`config.mk`:
```
export PLATFORM = sky130hd
export DESIGN_NAME = i2cs_slave
export DESIGN_NICKNAME = d
export VERILOG_FILES = /design/src/rtl/i2cs_fifo.v /design/src/rtl/i2cs_slave.v
export VERILOG_INCLUDE_DIRS = /design/src /design/src/pkg
export SDC_FILE = /design/constraint.sdc
export NUM_CORES = 1
export LEC_CHECK = 0
export BUFFER_PORTS_ARGS = -buffer_cell sky130_fd_sc_hd__clkbuf_2
export CAP_MARGIN = 20
export CORE_MARGIN = 2
export CORE_UTILIZATION = 60
export DETAILED_ROUTE_END_ITERATION = 12
export GPL_TIMING_DRIVEN = 0
export PLACE_DENSITY = 0.86
export SLEW_MARGIN = 20
export SYNTH_ARGS = -nofsm -noshare
export SYNTH_HDL_FRONTEND = slang
export SYNTH_SLANG_ARGS = --single-unit
```
`constraint.sdc`:
```
create_clock -name clk_sys -period 7.2 [get_ports clk_sys]
set_input_delay 1.44 -clock clk_sys [delete_from_list [all_inputs] [get_ports clk_sys]]
set_output_delay 1.44 -clock clk_sys [all_outputs]
set_load 0.01 [all_outputs]
```
`src/pkg/i2cs_regs.vh`:
```
`ifndef I2CS_REGS_VH
`define I2CS_REGS_VH

// ------------------------------------------------------------
// Slave address
// ------------------------------------------------------------
// 7-bit address is {I2CS_ADDR7_HI, select bits}: 40h..47h
`define I2CS_ADDR7_HI 4'h8
// First byte of a 10-bit address opens with this prefix
`define I2CS_TEN_PREFIX 5'h1e
// 10-bit address is {HI, MID, select bits}
`define I2CS_ADDR10_HI 2'h0
`define I2CS_ADDR10_MID 5'h08

// ------------------------------------------------------------
// General call
// ------------------------------------------------------------
`define I2CS_GC_ADDR 8'h00
`define I2CS_GC_RESET 8'h06
`define I2CS_GC_LATCH 8'h04

// ------------------------------------------------------------
// Register address ranges that advance after each byte
// ------------------------------------------------------------
`define I2CS_INC_A_LO 8'h00
`define I2CS_INC_A_HI 8'h07
`define I2CS_INC_B_LO 8'h10
`define I2CS_INC_B_HI 8'h1f
`define I2CS_INC_C_LO 8'h30
`define I2CS_INC_C_HI 8'h37
`define I2CS_INC_D_LO 8'h60
`define I2CS_INC_D_HI 8'h77
`define I2CS_INC_E_LO 8'h80
`define I2CS_INC_E_HI 8'hbf
// Range that holds the address still
`define I2CS_FIX_LO 8'h38
`define I2CS_FIX_HI 8'h3f

// ------------------------------------------------------------
// Sizes and reset values
// ------------------------------------------------------------
`define I2CS_DATA_W 8
`define I2CS_FIFO_DEPTH 16
`define I2CS_FIFO_AW 4
`define I2CS_REG_ADDR_RST 8'h00
`define I2CS_BITS_PER_BYTE 4'h8

`endif

```
`src/rtl/i2cs_fifo.v`:
```
`timescale 1ns/1ns
`default_nettype none

module i2cs_fifo #(
	parameter WIDTH = 16,
	parameter DEPTH = 16,
	parameter AW = 4
) (
	// Clock and reset
	input wire clk_sys,
	input wire nrst,
	// Filling side
	input wire in_valid,
	input wire [WIDTH-1:0] in_data,
	output reg in_ready,
	// Draining side
	output reg out_valid,
	output wire [WIDTH-1:0] out_data,
	input wire out_ready
);

	reg [WIDTH-1:0] mem [0:DEPTH-1];
	reg [AW-1:0] wr_ptr;
	reg [AW-1:0] rd_ptr;
	reg [AW:0] count;
	wire push;
	wire pop;
	reg [AW:0] next_count;

	assign push = in_valid & in_ready;
	assign pop = out_valid & out_ready;
	assign out_data = mem[rd_ptr];

	// ------------------------------------------------------------
	// Occupancy
	// ------------------------------------------------------------
	always @* begin
		next_count = count;
		if (push & ~pop)
			next_count = count + 1'b1;
		else if (pop & ~push)
			next_count = count - 1'b1;
	end

	// Flags kept as flops so both sides see clean levels
	always @(posedge clk_sys) begin
		if (!nrst) begin
			wr_ptr <= {AW{1'b0}};
			rd_ptr <= {AW{1'b0}};
			count <= {(AW+1){1'b0}};
			in_ready <= 1'b0;
			out_valid <= 1'b0;
		end else begin
			if (push)
				wr_ptr <= wr_ptr + 1'b1;
			if (pop)
				rd_ptr <= rd_ptr + 1'b1;
			count <= next_count;
			in_ready <= (next_count != DEPTH[AW:0]);
			out_valid <= (next_count != {(AW+1){1'b0}});
		end
	end

	// Storage has no reset; only written words are ever read
	always @(posedge clk_sys) begin
		if (push)
			mem[wr_ptr] <= in_data;
	end

endmodule

`default_nettype wire

```
`src/rtl/i2cs_slave.v`:
```
// Function
// Registers are 8 bits, one per address
// Address 38h-3Fh stays fixed during bursts
// Listed ranges advance address after each byte
// Slave only, standard and fast rates
// Match both 7-bit and 10-bit addressing
// Select bits give addresses 40h to 47h
// Latch select bits at reset only; the code also relatches them on general call 04h/06h
// Select bits shared with general-purpose pins
// Start: data falls while clock high
// Ignore everything until a start
// Stop: data rises while clock high, idle
// Master ends read with no-ack, stop
// Stop after write stores no more bytes
// Receiver acknowledges on ninth clock
// Sample data on rising clock edge
// Master opens with address and direction
// Ack on match, else release and ignore
// Write: address, register, data, stop
// Read: repeated start, bytes until stop
// Ack and commit each byte in order
`timescale 1ns/1ns
`default_nettype none
`include "i2cs_regs.vh"

module i2cs_slave (
	// Clock and reset
	input wire clk_sys,
	input wire nrst,
	// Serial bus, open drain, enable low drives low
	input wire scl_in,
	output reg scl_oe_n,
	input wire serial_data_pin_in,
	output reg serial_data_pin_oe_n,
	// Address select, shared with general-purpose pins
	input wire addr_select_bit2,
	input wire addr_select_bit1,
	input wire addr_select_bit0,
	// Register write stream
	output wire wr_valid,
	output wire [7:0] wr_addr,
	output wire [7:0] wr_data,
	input wire wr_ready,
	// Register read port
	output reg [7:0] rd_addr,
	output reg rd_strobe,
	input wire [7:0] rd_data
);

	// ------------------------------------------------------------
	// States and byte kinds
	// ------------------------------------------------------------
	localparam ST_IDLE = 3'd0;
	localparam ST_RX = 3'd1;
	localparam ST_ACK = 3'd2;
	localparam ST_HOLD = 3'd3;
	localparam ST_TX = 3'd4;
	localparam ST_MACK = 3'd5;

	localparam K_NONE = 3'd0;
	localparam K_ADDR = 3'd1;
	localparam K_ADDR2 = 3'd2;
	localparam K_REG = 3'd3;
	localparam K_DATA = 3'd4;
	localparam K_GC = 3'd5;
	localparam K_READ = 3'd6;

	reg [2:0] state;
	reg [2:0] kind;
	reg [3:0] bit_cnt;
	reg [7:0] shreg;
	reg [7:0] txd;
	reg ten_ok;
	reg fifo_push;
	reg [15:0] fifo_wdata;
	wire fifo_in_ready;
	wire [15:0] fifo_out;

	// ------------------------------------------------------------
	// Pin synchronisers
	// ------------------------------------------------------------
	reg scl_s1, scl_s2, scl_d;
	reg sda_s1, sda_s2, sda_d;
	reg [2:0] sel_s1, sel_s2;
	reg [2:0] sel;
	reg sel_relatch;

	// Two flops per pin, third stage only for edge finding
	always @(posedge clk_sys) begin
		scl_s1 <= scl_in;
		scl_s2 <= scl_s1;
		sda_s1 <= serial_data_pin_in;
		sda_s2 <= sda_s1;
		sel_s1 <= {addr_select_bit2, addr_select_bit1, addr_select_bit0};
		sel_s2 <= sel_s1;
	end

	// Edge history, held high in reset like an idle bus
	always @(posedge clk_sys) begin
		if (!nrst) begin
			scl_d <= 1'b1;
			sda_d <= 1'b1;
		end else begin
			scl_d <= scl_s2;
			sda_d <= sda_s2;
		end
	end

	wire scl_rise = scl_s2 & ~scl_d;
	wire scl_fall = ~scl_s2 & scl_d;
	// Our own data changes only while the clock is low, so no false hits
	wire start_det = scl_s2 & scl_d & sda_d & ~sda_s2;
	wire stop_det = scl_s2 & scl_d & ~sda_d & sda_s2;

	// ------------------------------------------------------------
	// Select bits: caught while reset is held and again on general call 04h/06h
	// ------------------------------------------------------------
	// The pins only need to be steady for the last few reset cycles
	always @(posedge clk_sys) begin
		if (!nrst)
			sel <= sel_s2;
		else if (sel_relatch)
			sel <= sel_s2;
	end

	// ------------------------------------------------------------
	// Address decode
	// ------------------------------------------------------------
	wire match7 = (shreg[7:1] == {`I2CS_ADDR7_HI, sel});
	wire ten_first = (shreg[7:3] == `I2CS_TEN_PREFIX) &&
		(shreg[2:1] == `I2CS_ADDR10_HI);
	wire ten_second = (shreg == {`I2CS_ADDR10_MID, sel});
	wire is_gc = (shreg == `I2CS_GC_ADDR);
	wire gc_known = (shreg == `I2CS_GC_RESET) || (shreg == `I2CS_GC_LATCH);
	wire byte_done = (bit_cnt == `I2CS_BITS_PER_BYTE);

	// Whether the address moves on after a byte at this address
	function addr_steps;
		input [7:0] a;
		begin
			if (a >= `I2CS_FIX_LO && a <= `I2CS_FIX_HI)
				addr_steps = 1'b0;
			else
				addr_steps = (a <= `I2CS_INC_A_HI) ||
					(a >= `I2CS_INC_B_LO && a <= `I2CS_INC_B_HI) ||
					(a >= `I2CS_INC_C_LO && a <= `I2CS_INC_C_HI) ||
					(a >= `I2CS_INC_D_LO && a <= `I2CS_INC_D_HI) ||
					(a >= `I2CS_INC_E_LO && a <= `I2CS_INC_E_HI);
		end
	endfunction

	// ------------------------------------------------------------
	// Byte engine
	// ------------------------------------------------------------
	// Bus-only timing: every step but the ST_HOLD release waits on a clock or data edge from the master,
	// so any rate up to fast mode is followed at this sampling rate
	always @(posedge clk_sys) begin
		if (!nrst) begin
			state <= ST_IDLE;
			kind <= K_NONE;
			bit_cnt <= 4'h0;
			shreg <= 8'h00;
			txd <= 8'h00;
			ten_ok <= 1'b0;
			scl_oe_n <= 1'b1;
			serial_data_pin_oe_n <= 1'b1;
			rd_addr <= `I2CS_REG_ADDR_RST;
			rd_strobe <= 1'b0;
			fifo_push <= 1'b0;
			fifo_wdata <= 16'h0000;
			sel_relatch <= 1'b0;
		end else begin
			rd_strobe <= 1'b0;
			fifo_push <= 1'b0;
			sel_relatch <= 1'b0;
			if (start_det) begin
				// Start or repeated start: a fresh address byte follows
				state <= ST_RX;
				kind <= K_ADDR;
				bit_cnt <= 4'h0;
				serial_data_pin_oe_n <= 1'b1;
				scl_oe_n <= 1'b1;
			end else if (stop_det) begin
				// Ends any write; nothing more is pushed
				state <= ST_IDLE;
				kind <= K_NONE;
				ten_ok <= 1'b0;
				serial_data_pin_oe_n <= 1'b1;
				scl_oe_n <= 1'b1;
			end else begin
				case (state)
				ST_IDLE: begin
					// Deaf until the next start
					serial_data_pin_oe_n <= 1'b1;
					scl_oe_n <= 1'b1;
				end
				ST_RX: begin
					if (scl_rise && !byte_done) begin
						shreg <= {shreg[6:0], sda_s2};
						bit_cnt <= bit_cnt + 4'h1;
					end else if (scl_fall && byte_done) begin
						state <= ST_ACK;
						case (kind)
						K_ADDR: begin
							if (is_gc) begin
								kind <= K_GC;
								serial_data_pin_oe_n <= 1'b0;
							end else if (match7) begin
								kind <= shreg[0] ? K_READ : K_REG;
								ten_ok <= 1'b0;
								serial_data_pin_oe_n <= 1'b0;
							end else if (ten_first && !shreg[0]) begin
								kind <= K_ADDR2;
								serial_data_pin_oe_n <= 1'b0;
							end else if (ten_first && ten_ok) begin
								kind <= K_READ;
								serial_data_pin_oe_n <= 1'b0;
							end else begin
								state <= ST_IDLE;
								kind <= K_NONE;
							end
						end
						K_ADDR2: begin
							if (ten_second) begin
								kind <= K_REG;
								ten_ok <= 1'b1;
								serial_data_pin_oe_n <= 1'b0;
							end else begin
								state <= ST_IDLE;
								kind <= K_NONE;
							end
						end
						K_REG: begin
							rd_addr <= shreg;
							kind <= K_DATA;
							serial_data_pin_oe_n <= 1'b0;
						end
						K_DATA: begin
							if (fifo_in_ready) begin
								fifo_push <= 1'b1;
								fifo_wdata <= {rd_addr, shreg};
								if (addr_steps(rd_addr))
									rd_addr <= rd_addr + 8'h01;
								serial_data_pin_oe_n <= 1'b0;
							end else begin
								// Stretch the clock until the queue has room; ack goes
								// low now, so data never moves once the clock is let go
								state <= ST_HOLD;
								scl_oe_n <= 1'b0;
								serial_data_pin_oe_n <= 1'b0;
							end
						end
						K_GC: begin
							if (gc_known) begin
								sel_relatch <= 1'b1;
								serial_data_pin_oe_n <= 1'b0;
							end
							kind <= K_NONE;
						end
						default: begin
							state <= ST_IDLE;
							kind <= K_NONE;
						end
						endcase
					end
				end
				ST_HOLD: begin
					// Clock held low; back-pressure from the write queue
					if (fifo_in_ready) begin
						fifo_push <= 1'b1;
						fifo_wdata <= {rd_addr, shreg};
						if (addr_steps(rd_addr))
							rd_addr <= rd_addr + 8'h01;
						serial_data_pin_oe_n <= 1'b0;
						scl_oe_n <= 1'b1;
						state <= ST_ACK;
					end
				end
				ST_ACK: begin
					// Ninth clock ends on its falling edge
					if (scl_fall) begin
						bit_cnt <= 4'h0;
						if (kind == K_READ) begin
							txd <= rd_data;
							serial_data_pin_oe_n <= rd_data[7];
							rd_strobe <= 1'b1;
							state <= ST_TX;
						end else if (kind == K_NONE) begin
							serial_data_pin_oe_n <= 1'b1;
							state <= ST_IDLE;
						end else begin
							serial_data_pin_oe_n <= 1'b1;
							state <= ST_RX;
						end
					end
				end
				ST_TX: begin
					// Step after the strobe, so the strobe still shows the read address
					if (rd_strobe && addr_steps(rd_addr))
						rd_addr <= rd_addr + 8'h01;
					if (scl_rise) begin
						bit_cnt <= bit_cnt + 4'h1;
					end else if (scl_fall) begin
						if (byte_done) begin
							// Release for the master's acknowledge
							serial_data_pin_oe_n <= 1'b1;
							state <= ST_MACK;
						end else begin
							txd <= {txd[6:0], 1'b0};
							serial_data_pin_oe_n <= txd[6];
						end
					end
				end
				ST_MACK: begin
					if (scl_rise) begin
						if (!sda_s2)
							state <= ST_ACK;
						else
							state <= ST_IDLE;
					end
				end
				default: begin
					state <= ST_IDLE;
					kind <= K_NONE;
				end
				endcase
			end
		end
	end

	// ------------------------------------------------------------
	// Write queue toward the register file
	// ------------------------------------------------------------
	i2cs_fifo #(
		.WIDTH(16),
		.DEPTH(`I2CS_FIFO_DEPTH),
		.AW(`I2CS_FIFO_AW)
	) u_fifo (
		.clk_sys(clk_sys),
		.nrst(nrst),
		.in_valid(fifo_push),
		.in_data(fifo_wdata),
		.in_ready(fifo_in_ready),
		.out_valid(wr_valid),
		.out_data(fifo_out),
		.out_ready(wr_ready)
	);

	assign wr_addr = fifo_out[15:8];
	assign wr_data = fifo_out[7:0];

endmodule

`default_nettype wire

```
== Word level (Yosys, flattened, before mapping) ==
Memories as Yosys holds them, arrays and structs flattened. A register that Yosys moved wholly into a read port is not among the register bits.
Cells that the tools add are included.
Widths: inputs -> output; s select.

* Register bits: 85
* Memory bits (writable): 256
* Bits of input ports: 16
* Output and inout port bits: 28
* Word-level logic and storage cells: 302
* Memories: 1

{| class="wikitable"
|+ Memory list
! name !! depth !! bits a word !! read ports !! clocked after memory_dff !! wr ports !! RTL line !! RTL
|-
| u_fifo.mem || 16 || 16 || 1 || 1 || 1 || i2cs_fifo.v:22 || <nowiki>reg [WIDTH-1:0] mem [0:DEPTH-1];</nowiki>
|}

* Add/sub/neg operators: 6
* Magnitude comparators: 11
* Equality and inequality tests: 58
* Multiplexer cells: 119
* Bitwise logic cells: 27
* Reduce and logical (&&, ||, !) cells: 51

{| class="wikitable"
|+ Operators with widths
! cell !! number
|-
| $mux 16 || 4
|-
| $mux 1 || 57
|-
| $mux 8 || 7
|-
| $mux 3 || 18
|-
| $mux 7 || 5
|-
| $ne 2x2->1 const B || 16
|-
| $ne 4x4->1 const B || 8
|-
| $pmux 16 s2 || 1
|-
| $pmux 8 s3 || 1
|-
| $reduce_and 11->1 || 2
|-
| $ne 3x3->1 const B || 7
|-
| $mux 4 || 5
|-
| $pmux 3 s6 || 1
|-
| $reduce_and 9->1 || 2
|-
| $eq 8x3->1 const B || 2
|-
| $ge 8x6->1 const B || 2
|-
| $le 8x6->1 const B || 2
|-
| $not 1->1 || 16
|-
| $pmux 8 s2 || 1
|-
| $reduce_and 8->1 || 2
|-
| $eq 3x3->1 const B || 5
|-
| $mux 2 || 7
|-
| $pmux 7 s2 || 1
|-
| $add 4x1->4 const B || 3
|-
| 49 further kinds || 97
|}

== Logic depth before layout (Yosys ltp) ==
Gate-level depths: netlist of run 1.

* Word-level depth: 21
* Gate-level depth with buffers: 9
* Gate-level depth less buffers: 8

== Cells and area by module ==
A second synthesis of run 1 with hierarchy kept.

* Cell total of the unflattened synthesis: 858
* Area total of the unflattened synthesis: 14,288.7 sq um

{| class="wikitable"
|+ By module, submodules not included
! module !! instances !! cells an instance !! area each (sq um) !! sequential area each (sq um)
|-
| i2cs_fifo || 1 || 465 || 10,801.6 || 8,067.7
|-
| i2cs_slave || 1 || 393 || 3,487.1 || 1,431.4
|}

== Worst setup path after synthesis of run 1 ==
No wires, ideal clock.

* Path kind: flip-flop to output port
* From: reg (tool-made name)
* To: out wr_addr[0]
* Arrival: 2.006 ns
* Data required time: 5.760 ns
* Setup slack: 3.754 ns
* Stages on the path, launching flop included: 5
* Cells stage by stage: dfxtp_1 clkbuf_1 buf_2 mux4_2 mux4_2

{| class="wikitable"
|+ RTL lines
! what !! RTL line !! RTL
|-
| end, declared || i2cs_slave.v:41 || <nowiki>output wire [7:0] wr_addr,</nowiki>
|}

==> impl_metrics.yaml, run 1 <==
run_status:
  status: "finished clean"
sta:
  tightest_slew_ns: 1.10
  fmax_mhz: 213
  fin_crit_sh_pct: 65.1
  setup_viol: 0
  finalHoldViolCount: 0
  setup_tns_ns: 0
  worst_slew_margin_rel_pct: 26.3
  slew_violations: 0
  min_period_ns: 4.69
  rsz0062_at_grt: "false"
  clock_skew_ns: 0.0267
  hold_slack_ns: 0.326
floorplanning:
  fp.dieArea_um2: 24400
  core_um2: 22700
  initial_core_util_pct: 61.2
  design.portCount: 44
  num_rows: 55
  fp.dieW_um: 156
  die_h_um: 156
place:
  io_buffers: 43
  dp_hpwl_mm: 19.0
  gp_congestion: 0.939
global_routing:
  overflow: 0
  grt_pass1_vias: 8083
  grt_start_max_net_pins: 18
  grt_first_pass_wirelength_mm: 47.7
  antenna_found_initial: 0
  grt_usage_pct: 26.6
cells_and_area:
  drive_gt1_share_pct: 20.7
  area_delta_synth_final_pct: 12.4
  layout.nets: 960
  num_antenna_cells: 0
clocking:
  max-clock-path-buffers: 3
  cts_buffers: 35
  clk_pin_slew_ns: 0.06
  htreeDepth: 2
  cts_sinks: 345
  hold_buffers: 0
  cts_root_buf: "clkbuf_16"
  cts_tree: "done"
  cts_setup_buffers: 0
  clk-insertion-delay-late_ns: 0.52
  cts_resized: 0
synth:
  synth_edf_count: 259
  netlist_instances: 851
  ys_seq_area_share_pct: 68.3
  ys_types: 64
  async_flop_share_pct: 0
  syn_avg_cell_area_um2: 16.3
  synth_seq_cells: 345
  ys.flop_type: "edfxtp_1"
  ys_warn_count: 0
  syn_nets: 878
  syn-cell-area_um2: 13900
critical_path:
  worstPathRequired_ns: 5.76
  ff2ff_path_depth: 6
  r2r-end: "rd_addr[2]"
  critical_path_peak_fanout: 10
  critical-path-slowest-cell: "clkbuf_1"
  cpPeakStageDelay_ns: 0.80
  arrival_ns: 3.25
  crit_path_end_kind: "output port"
  worst-setup-path-type: "reg2out"
  startpoint_type: "flip-flop"
  reg2reg_slack_ns: 4.69
  r2r-start: "state[2]"
  cp_cell_sequence: "clkbuf_1 -> clkbuf_1 -> mux4_2 -> mux4_2 -> clkbuf_2"
pwr:
  peakVddDrop_mv: 0.204
  leakage_nw: 5.17
  p_per_area_nw_per_um2: 277
drt:
  wl_met1_mm: 11.7
  routed_wl_mm: 31.7
  avgRoutedWirePerCell_um: 25.5
  viasPerCell: 6.52
  wl_met2_mm: 16.2
  antenna_left: 0
  drtIter0Drc: 677
  dr.max_layer_used: "met4"
  firstDrtPassIters: 5
  drc: 0
  wl_met3_mm: 2.50
  vias: 8110
worst_hold_path:
  hold_start: "sel_s1[2]"
  holdCritPathClass: "reg2reg"
  min_to: "sel_s2[2]"
  worstHoldPathCells: 0
run:
  maxCapViolCount: 0
cells by family (layout without fill, tap and decap cells):
group / count (synthesis) / count (layout) / synth area share (%)
DFF: 345 / 345 / 68.3
and+or+nand+nor: 209 / 209 / 7.85
muxes: 105 / 105 / 14.8
AOI/OAI and AO/OA: 101 / 101 / 5.05
buffers and inverters: 59 / 166 / 1.73
xor gates and xnor gates: 21 / 21 / 1.32
adders and majority gates: 11 / 11 / 0.990
Yosys cell counts (all sizes together), types with 2 or more instances:
cell type | instances | area (um^2)
a2bb2oi | 2 | 17.5
and2 | 20 | 125
clkbuf | 29 | 109
dfxtp | 86 | 1720
nor3b | 8 | 76.3
a221oi | 3 | 26.3
a311oi | 7 | 67.6
xor2 | 9 | 78.8
nand4 | 7 | 43.8
nand2 | 41 | 154
a211oi | 6 | 50.1
mux2i | 24 | 240
a21oi | 30 | 150
xnor2 | 12 | 105
and3 | 9 | 56.3
mux4 | 80 | 1800
inv | 14 | 52.6
nor4 | 9 | 62.6
o211ai | 2 | 15.0
or3 | 2 | 12.5
edfxtp | 259 | 7780
nor3 | 7 | 35.0
o21a | 3 | 22.5
nor2 | 60 | 233
nand3 | 14 | 70.1
or2 | 6 | 37.5
o211a | 2 | 20.0
a21boi | 3 | 22.5
a31oi | 10 | 62.6
buf | 15 | 75.1
nor2b | 10 | 62.6
o21ai | 16 | 80.1
a221o | 3 | 30.0
nor4b | 5 | 43.8
nand3b | 2 | 15.0
nand2b | 6 | 37.5
o41a | 2 | 22.5
o2111ai | 2 | 17.5
ha | 11 | 138
power breakdown:
part / switching, mW / total [mW] / leakage, nW / internal, mW
Combinational: 0.202 / 0.406 / 1.52 / 0.204
Clock: 0.731 / 1.78 / 0.545 / 1.04
Sequential: 0.0164 / 2.15 / 3.10 / 2.13
registers in the layout, summed over array words and instances (netlist names), 3 cells and up, named ones only:
signal         count
u_fifo.count       5
sel_s1             3
u_fifo.mem       256
bit_cnt            4
sel_s2             3
kind               3
txd                7
state              3
shreg              8
u_fifo.rd_ptr      4
rd_addr            8
u_fifo.wr_ptr      4
fifo_wdata        16
sel                3
per-stage QoR:
stage	util (%)	power (mW)	std cells	setup WS (ns)	instance area (um^2)
2_1_floorplan	-	2.49	851	3.75	13900
3_3_place_gp	63.8	2.58	1179	3.13	14500
3_5_place_dp	63.8	2.60	1179	3.08	14500
4_1_cts	68.7	4.35	1241	2.51	15600
5_1_grt	68.8	4.45	1243	2.40	15600
6_report	68.8	4.33	1243	2.51	15600
worst max path at each step:
stage                 end  depth (start not counted)  slack, ns      start
3_5_place_dp   wr_addr[0]                          5       3.08  flip-flop
2_1_floorplan  wr_addr[0]                          4       3.75  flip-flop
4_1_cts        wr_addr[7]                          5       2.51  flip-flop
6_report       wr_addr[7]                          5       2.51  flip-flop
3_3_place_gp   wr_addr[0]                          5       3.13  flip-flop
5_1_grt        wr_addr[0]                          5       2.40  flip-flop
worst max-delay path: cells and delay by family (launching register included):
family	cells	cell delay (ns)
buffers and inverters	3	1.47
multiplexers	2	0.95
flip-flops	1	0.32
metal layers:
layer  track usage [%]  vias to the layer above
met4              11.6                        0
met1              33.6                     4037
met5                 0                        -
met3              4.35                       83
met2              45.8                      474
li1                  -                     3516
layout make-up:
type / count / area (um^2)
inverter: 15 / 56.3
buffer: 44 / 185
clock inverter: 18 / 171
fill: 1457 / 7080
multi-input combinational: 447 / 4170
sequential: 345 / 9500
timing repair buffer: 45 / 238
clock buffer: 44 / 951
tap: 285 / 357
layout by cell type (no fill, tap or decap), types with 7 or more instances in the layout:
| cell | Yosys | routed |
|---|---|---|
| edfxtp_1 | 259 | 259 |
| dfxtp_1 | 86 | 86 |
| mux4_2 | 80 | 80 |
| nor2_1 | 59 | 59 |
| clkbuf_2 | 0 | 44 |
| nand2_1 | 41 | 41 |
| clkbuf_16 | 0 | 36 |
| clkbuf_1 | 29 | 35 |
| a21oi_1 | 30 | 30 |
| mux2i_1 | 24 | 24 |
| and2_1 | 20 | 19 |
| o21ai_0 | 15 | 15 |
| inv_1 | 14 | 14 |
| nand3_1 | 14 | 14 |
| xnor2_1 | 12 | 12 |
| ha_1 | 11 | 11 |
| nor2b_1 | 10 | 10 |
| clkinv_1 | 1 | 10 |
| a31oi_1 | 10 | 10 |
| buf_2 | 9 | 9 |
| xor2_1 | 9 | 9 |
| and3_1 | 9 | 8 |
| nor4_1 | 8 | 8 |
| nor3_1 | 7 | 7 |
| nand4_1 | 7 | 7 |
(Power assumes the default switching activity.)
==> run 2: changes to the inputs <==
--- a/config.mk
+++ b/config.mk
@@ -9,10 +9,10 @@
 export BUFFER_PORTS_ARGS = -buffer_cell sky130_fd_sc_hd__clkbuf_2
 export CAP_MARGIN = 20
 export CORE_MARGIN = 2
-export CORE_UTILIZATION = 60
+export CORE_UTILIZATION = 56
 export DETAILED_ROUTE_END_ITERATION = 12
 export GPL_TIMING_DRIVEN = 0
-export PLACE_DENSITY = 0.86
+export PLACE_DENSITY = 0.85
 export SLEW_MARGIN = 20
 export SYNTH_ARGS = -nofsm -noshare
 export SYNTH_HDL_FRONTEND = slang
==> constraint.sdc (replaced) <==
create_clock -name clk_sys -period 3.8 [get_ports clk_sys]
set_input_delay 0.76 -clock clk_sys [delete_from_list [all_inputs] [get_ports clk_sys]]
set_output_delay 0.76 -clock clk_sys [all_outputs]
set_load 0.01 [all_outputs]
==> run 2 against run 1 <==
  * Die area up 7.0%
  * Worst hold slack got worse by 0.00051 ns
  * Final cell count up 2.7%
  * Register-to-register slack lost 3.4 ns
  * Sequential share of layout area is 0.28 points lower
  * Total power grew 91%
  * Wire length rose by 1.2%
  * Critical path depth decreased by 1
  * Cell area rose by 0.47%
  * Critical path type unchanged
  * Critical endpoint is now wr_addr[1]
  * Largest power group unchanged
==> impl_metrics.yaml, run 2 (synthesis results as in run 1) <==
drt:
  drc: 0
  antenna_left: 0
  vias: 8020
  viasPerCell: 6.28
  drtIter0Drc: 713
  firstDrtPassIters: 5
  routed_wl_mm: 32.0
  avgRoutedWirePerCell_um: 25.1
cells_and_area:
  layout_commonest_cell: "edfxtp_1"
  regArea_um2: 9500
  layout.nets: 957
  area_delta_synth_final_pct: 12.9
  final_cell_mix: "edfxtp_1 (259), dfxtp_1 (85), mux4_2 (80), nor2_1 (59), clkbuf_2 (49)"
  drive_gt1_share_pct: 21.4
  multi_input_area_um2: 4170
  reg_top3: "u_fifo.mem: 256 flops, fifo_wdata: 16 flops"
  largest_reg_flops: 256
  num_antenna_cells: 0
  n_fill_cell: 1627
  top_register: "u_fifo.mem"
global_routing:
  antenna_found_initial: 0
  grt_pass1_vias: 8150
  overflow: 0
  grt_start_max_net_pins: 18
  grt_first_pass_wirelength_mm: 49.0
  grt_usage_pct: 25.2
floorplanning:
  fp.dieArea_um2: 26100
  core_um2: 24300
  num_rows: 57
  fp.dieW_um: 162
  die_h_um: 162
  initial_core_util_pct: 57.2
  design.portCount: 44
run:
  maxCapViolCount: 0
sta:
  clock_skew_ns: 0.0138
  worst_slew_margin_rel_pct: 23.1
  fin_crit_sh_pct: 94.6
  setup_tns_ns: 0
  setup_viol: 0
  fmax_mhz: 278
  rsz0062_at_grt: "false"
  min_period_ns: 3.59
  slew_violations: 0
  hold_slack_ns: 0.325
  tightest_slew_ns: 1.15
  finalHoldViolCount: 0
  fin_ws_ns: 0.205
pwr:
  peakVddDrop_mv: 0.374
  finalPower_mw: 8.26
  p_per_area_nw_per_um2: 526
  leakage_nw: 5.19
clocking:
  cts_tree: "done"
  cts_sinks: 345
  htreeDepth: 2
  clk-insertion-delay-late_ns: 0.53
  cts_setup_buffers: 0
  clk_pin_slew_ns: 0.05
  cts_buffers: 35
  cts_root_buf: "clkbuf_16"
  max-clock-path-buffers: 3
critical_path:
  arrival_ns: 2.83
  ff2ff_path_depth: 6
  worst-setup-path-type: "reg2out"
  cp_cell_sequence: "clkbuf_2 -> mux4_2 -> mux4_2 -> clkbuf_2"
  crit_path_end_kind: "output port"
  worstPathRequired_ns: 3.04
  critical_path_peak_fanout: 10
  startpoint_type: "flip-flop"
  cpPeakStageDelay_ns: 0.68
  critical-path-slowest-cell: "dfxtp_1"
worst_hold_path:
  holdCritPathClass: "reg2reg"
  worstHoldPathCells: 0
place:
  dp_hpwl_mm: 19.2
  gp_congestion: 0.908
  io_buffers: 43
  pre_cts_ws_ns: 0.356
run_status:
  status: "finished clean"
-- run 2: cell count changes in the layout (fill, tap and decap cells not counted), moves of 3 or more --
cell	before	now
clkbuf_2	44	49
buf_4	2	5
buf_2	9	5
clkinv_1	10	4
clkbuf_1	35	29
-- run 2: cell type report --
cell class,instances,share of cell area (%)
clock buffer,46,6.10
buffer,42,1.28
inverter,15,0.359
multi-input combinational,447,26.5
timing repair buffer,44,1.44
clock inverter,14,1.18
tap,324,2.58
sequential,345,60.5
-- run 2: per-layer routing --
metal	vias up	share of wire [%]	track usage (%)	wire length, um
li1	3507	-	-	-
met1	4069	38	32.2	12300
met2	376	52	44.3	16800
met3	68	6.1	3.93	1960
met4	0	3.0	8.89	976
met5	-	0	0	0
-- run 2: critical path, delay by kind of cell (launching register included) --
| kind | cells | cell delay, ns |
|---|---|---|
| DFF | 1 | 0.68 |
| buffers and inverters | 2 | 0.64 |
| muxes | 2 | 0.98 |
-- run 2: through the flow --
stage / util [%] / cells / cell area [um^2]
2_1_floorplan: - / 851 / 13900
3_3_place_gp: 59.7 / 1218 / 14500
3_5_place_dp: 59.7 / 1218 / 14500
4_1_cts: 64.5 / 1277 / 15700
5_1_grt: 64.6 / 1277 / 15700
6_report: 64.6 / 1277 / 15700
-- run 2: worst paths after layout --
| kind | start | end | slack, ns |
|---|---|---|---|
| setup / recovery | flip-flop | wr_addr[1] | 0.21 |
| hold / removal | scl_s1 | scl_s2 | 0.33 |
| setup reg to reg | state[2] | rd_addr[1] | 1.32 |
| hold reg to reg | scl_s1 | scl_s2 | 0.33 |
-- run 2: power by group --
| group | internal [mW] | switching (mW) |
|---|---|---|
| logic | 0.392 | 0.370 |
| clock network | 2.00 | 1.41 |
| registers | 4.04 | 0.0496 |
| total | 6.43 | 1.83 |
-- run 2: what timing repair did --
item                                    in CTS  in global routing
hold buffers                                 0                  0
gates resized for setup                     11                  2
endpoints found under the setup margin      16                 16
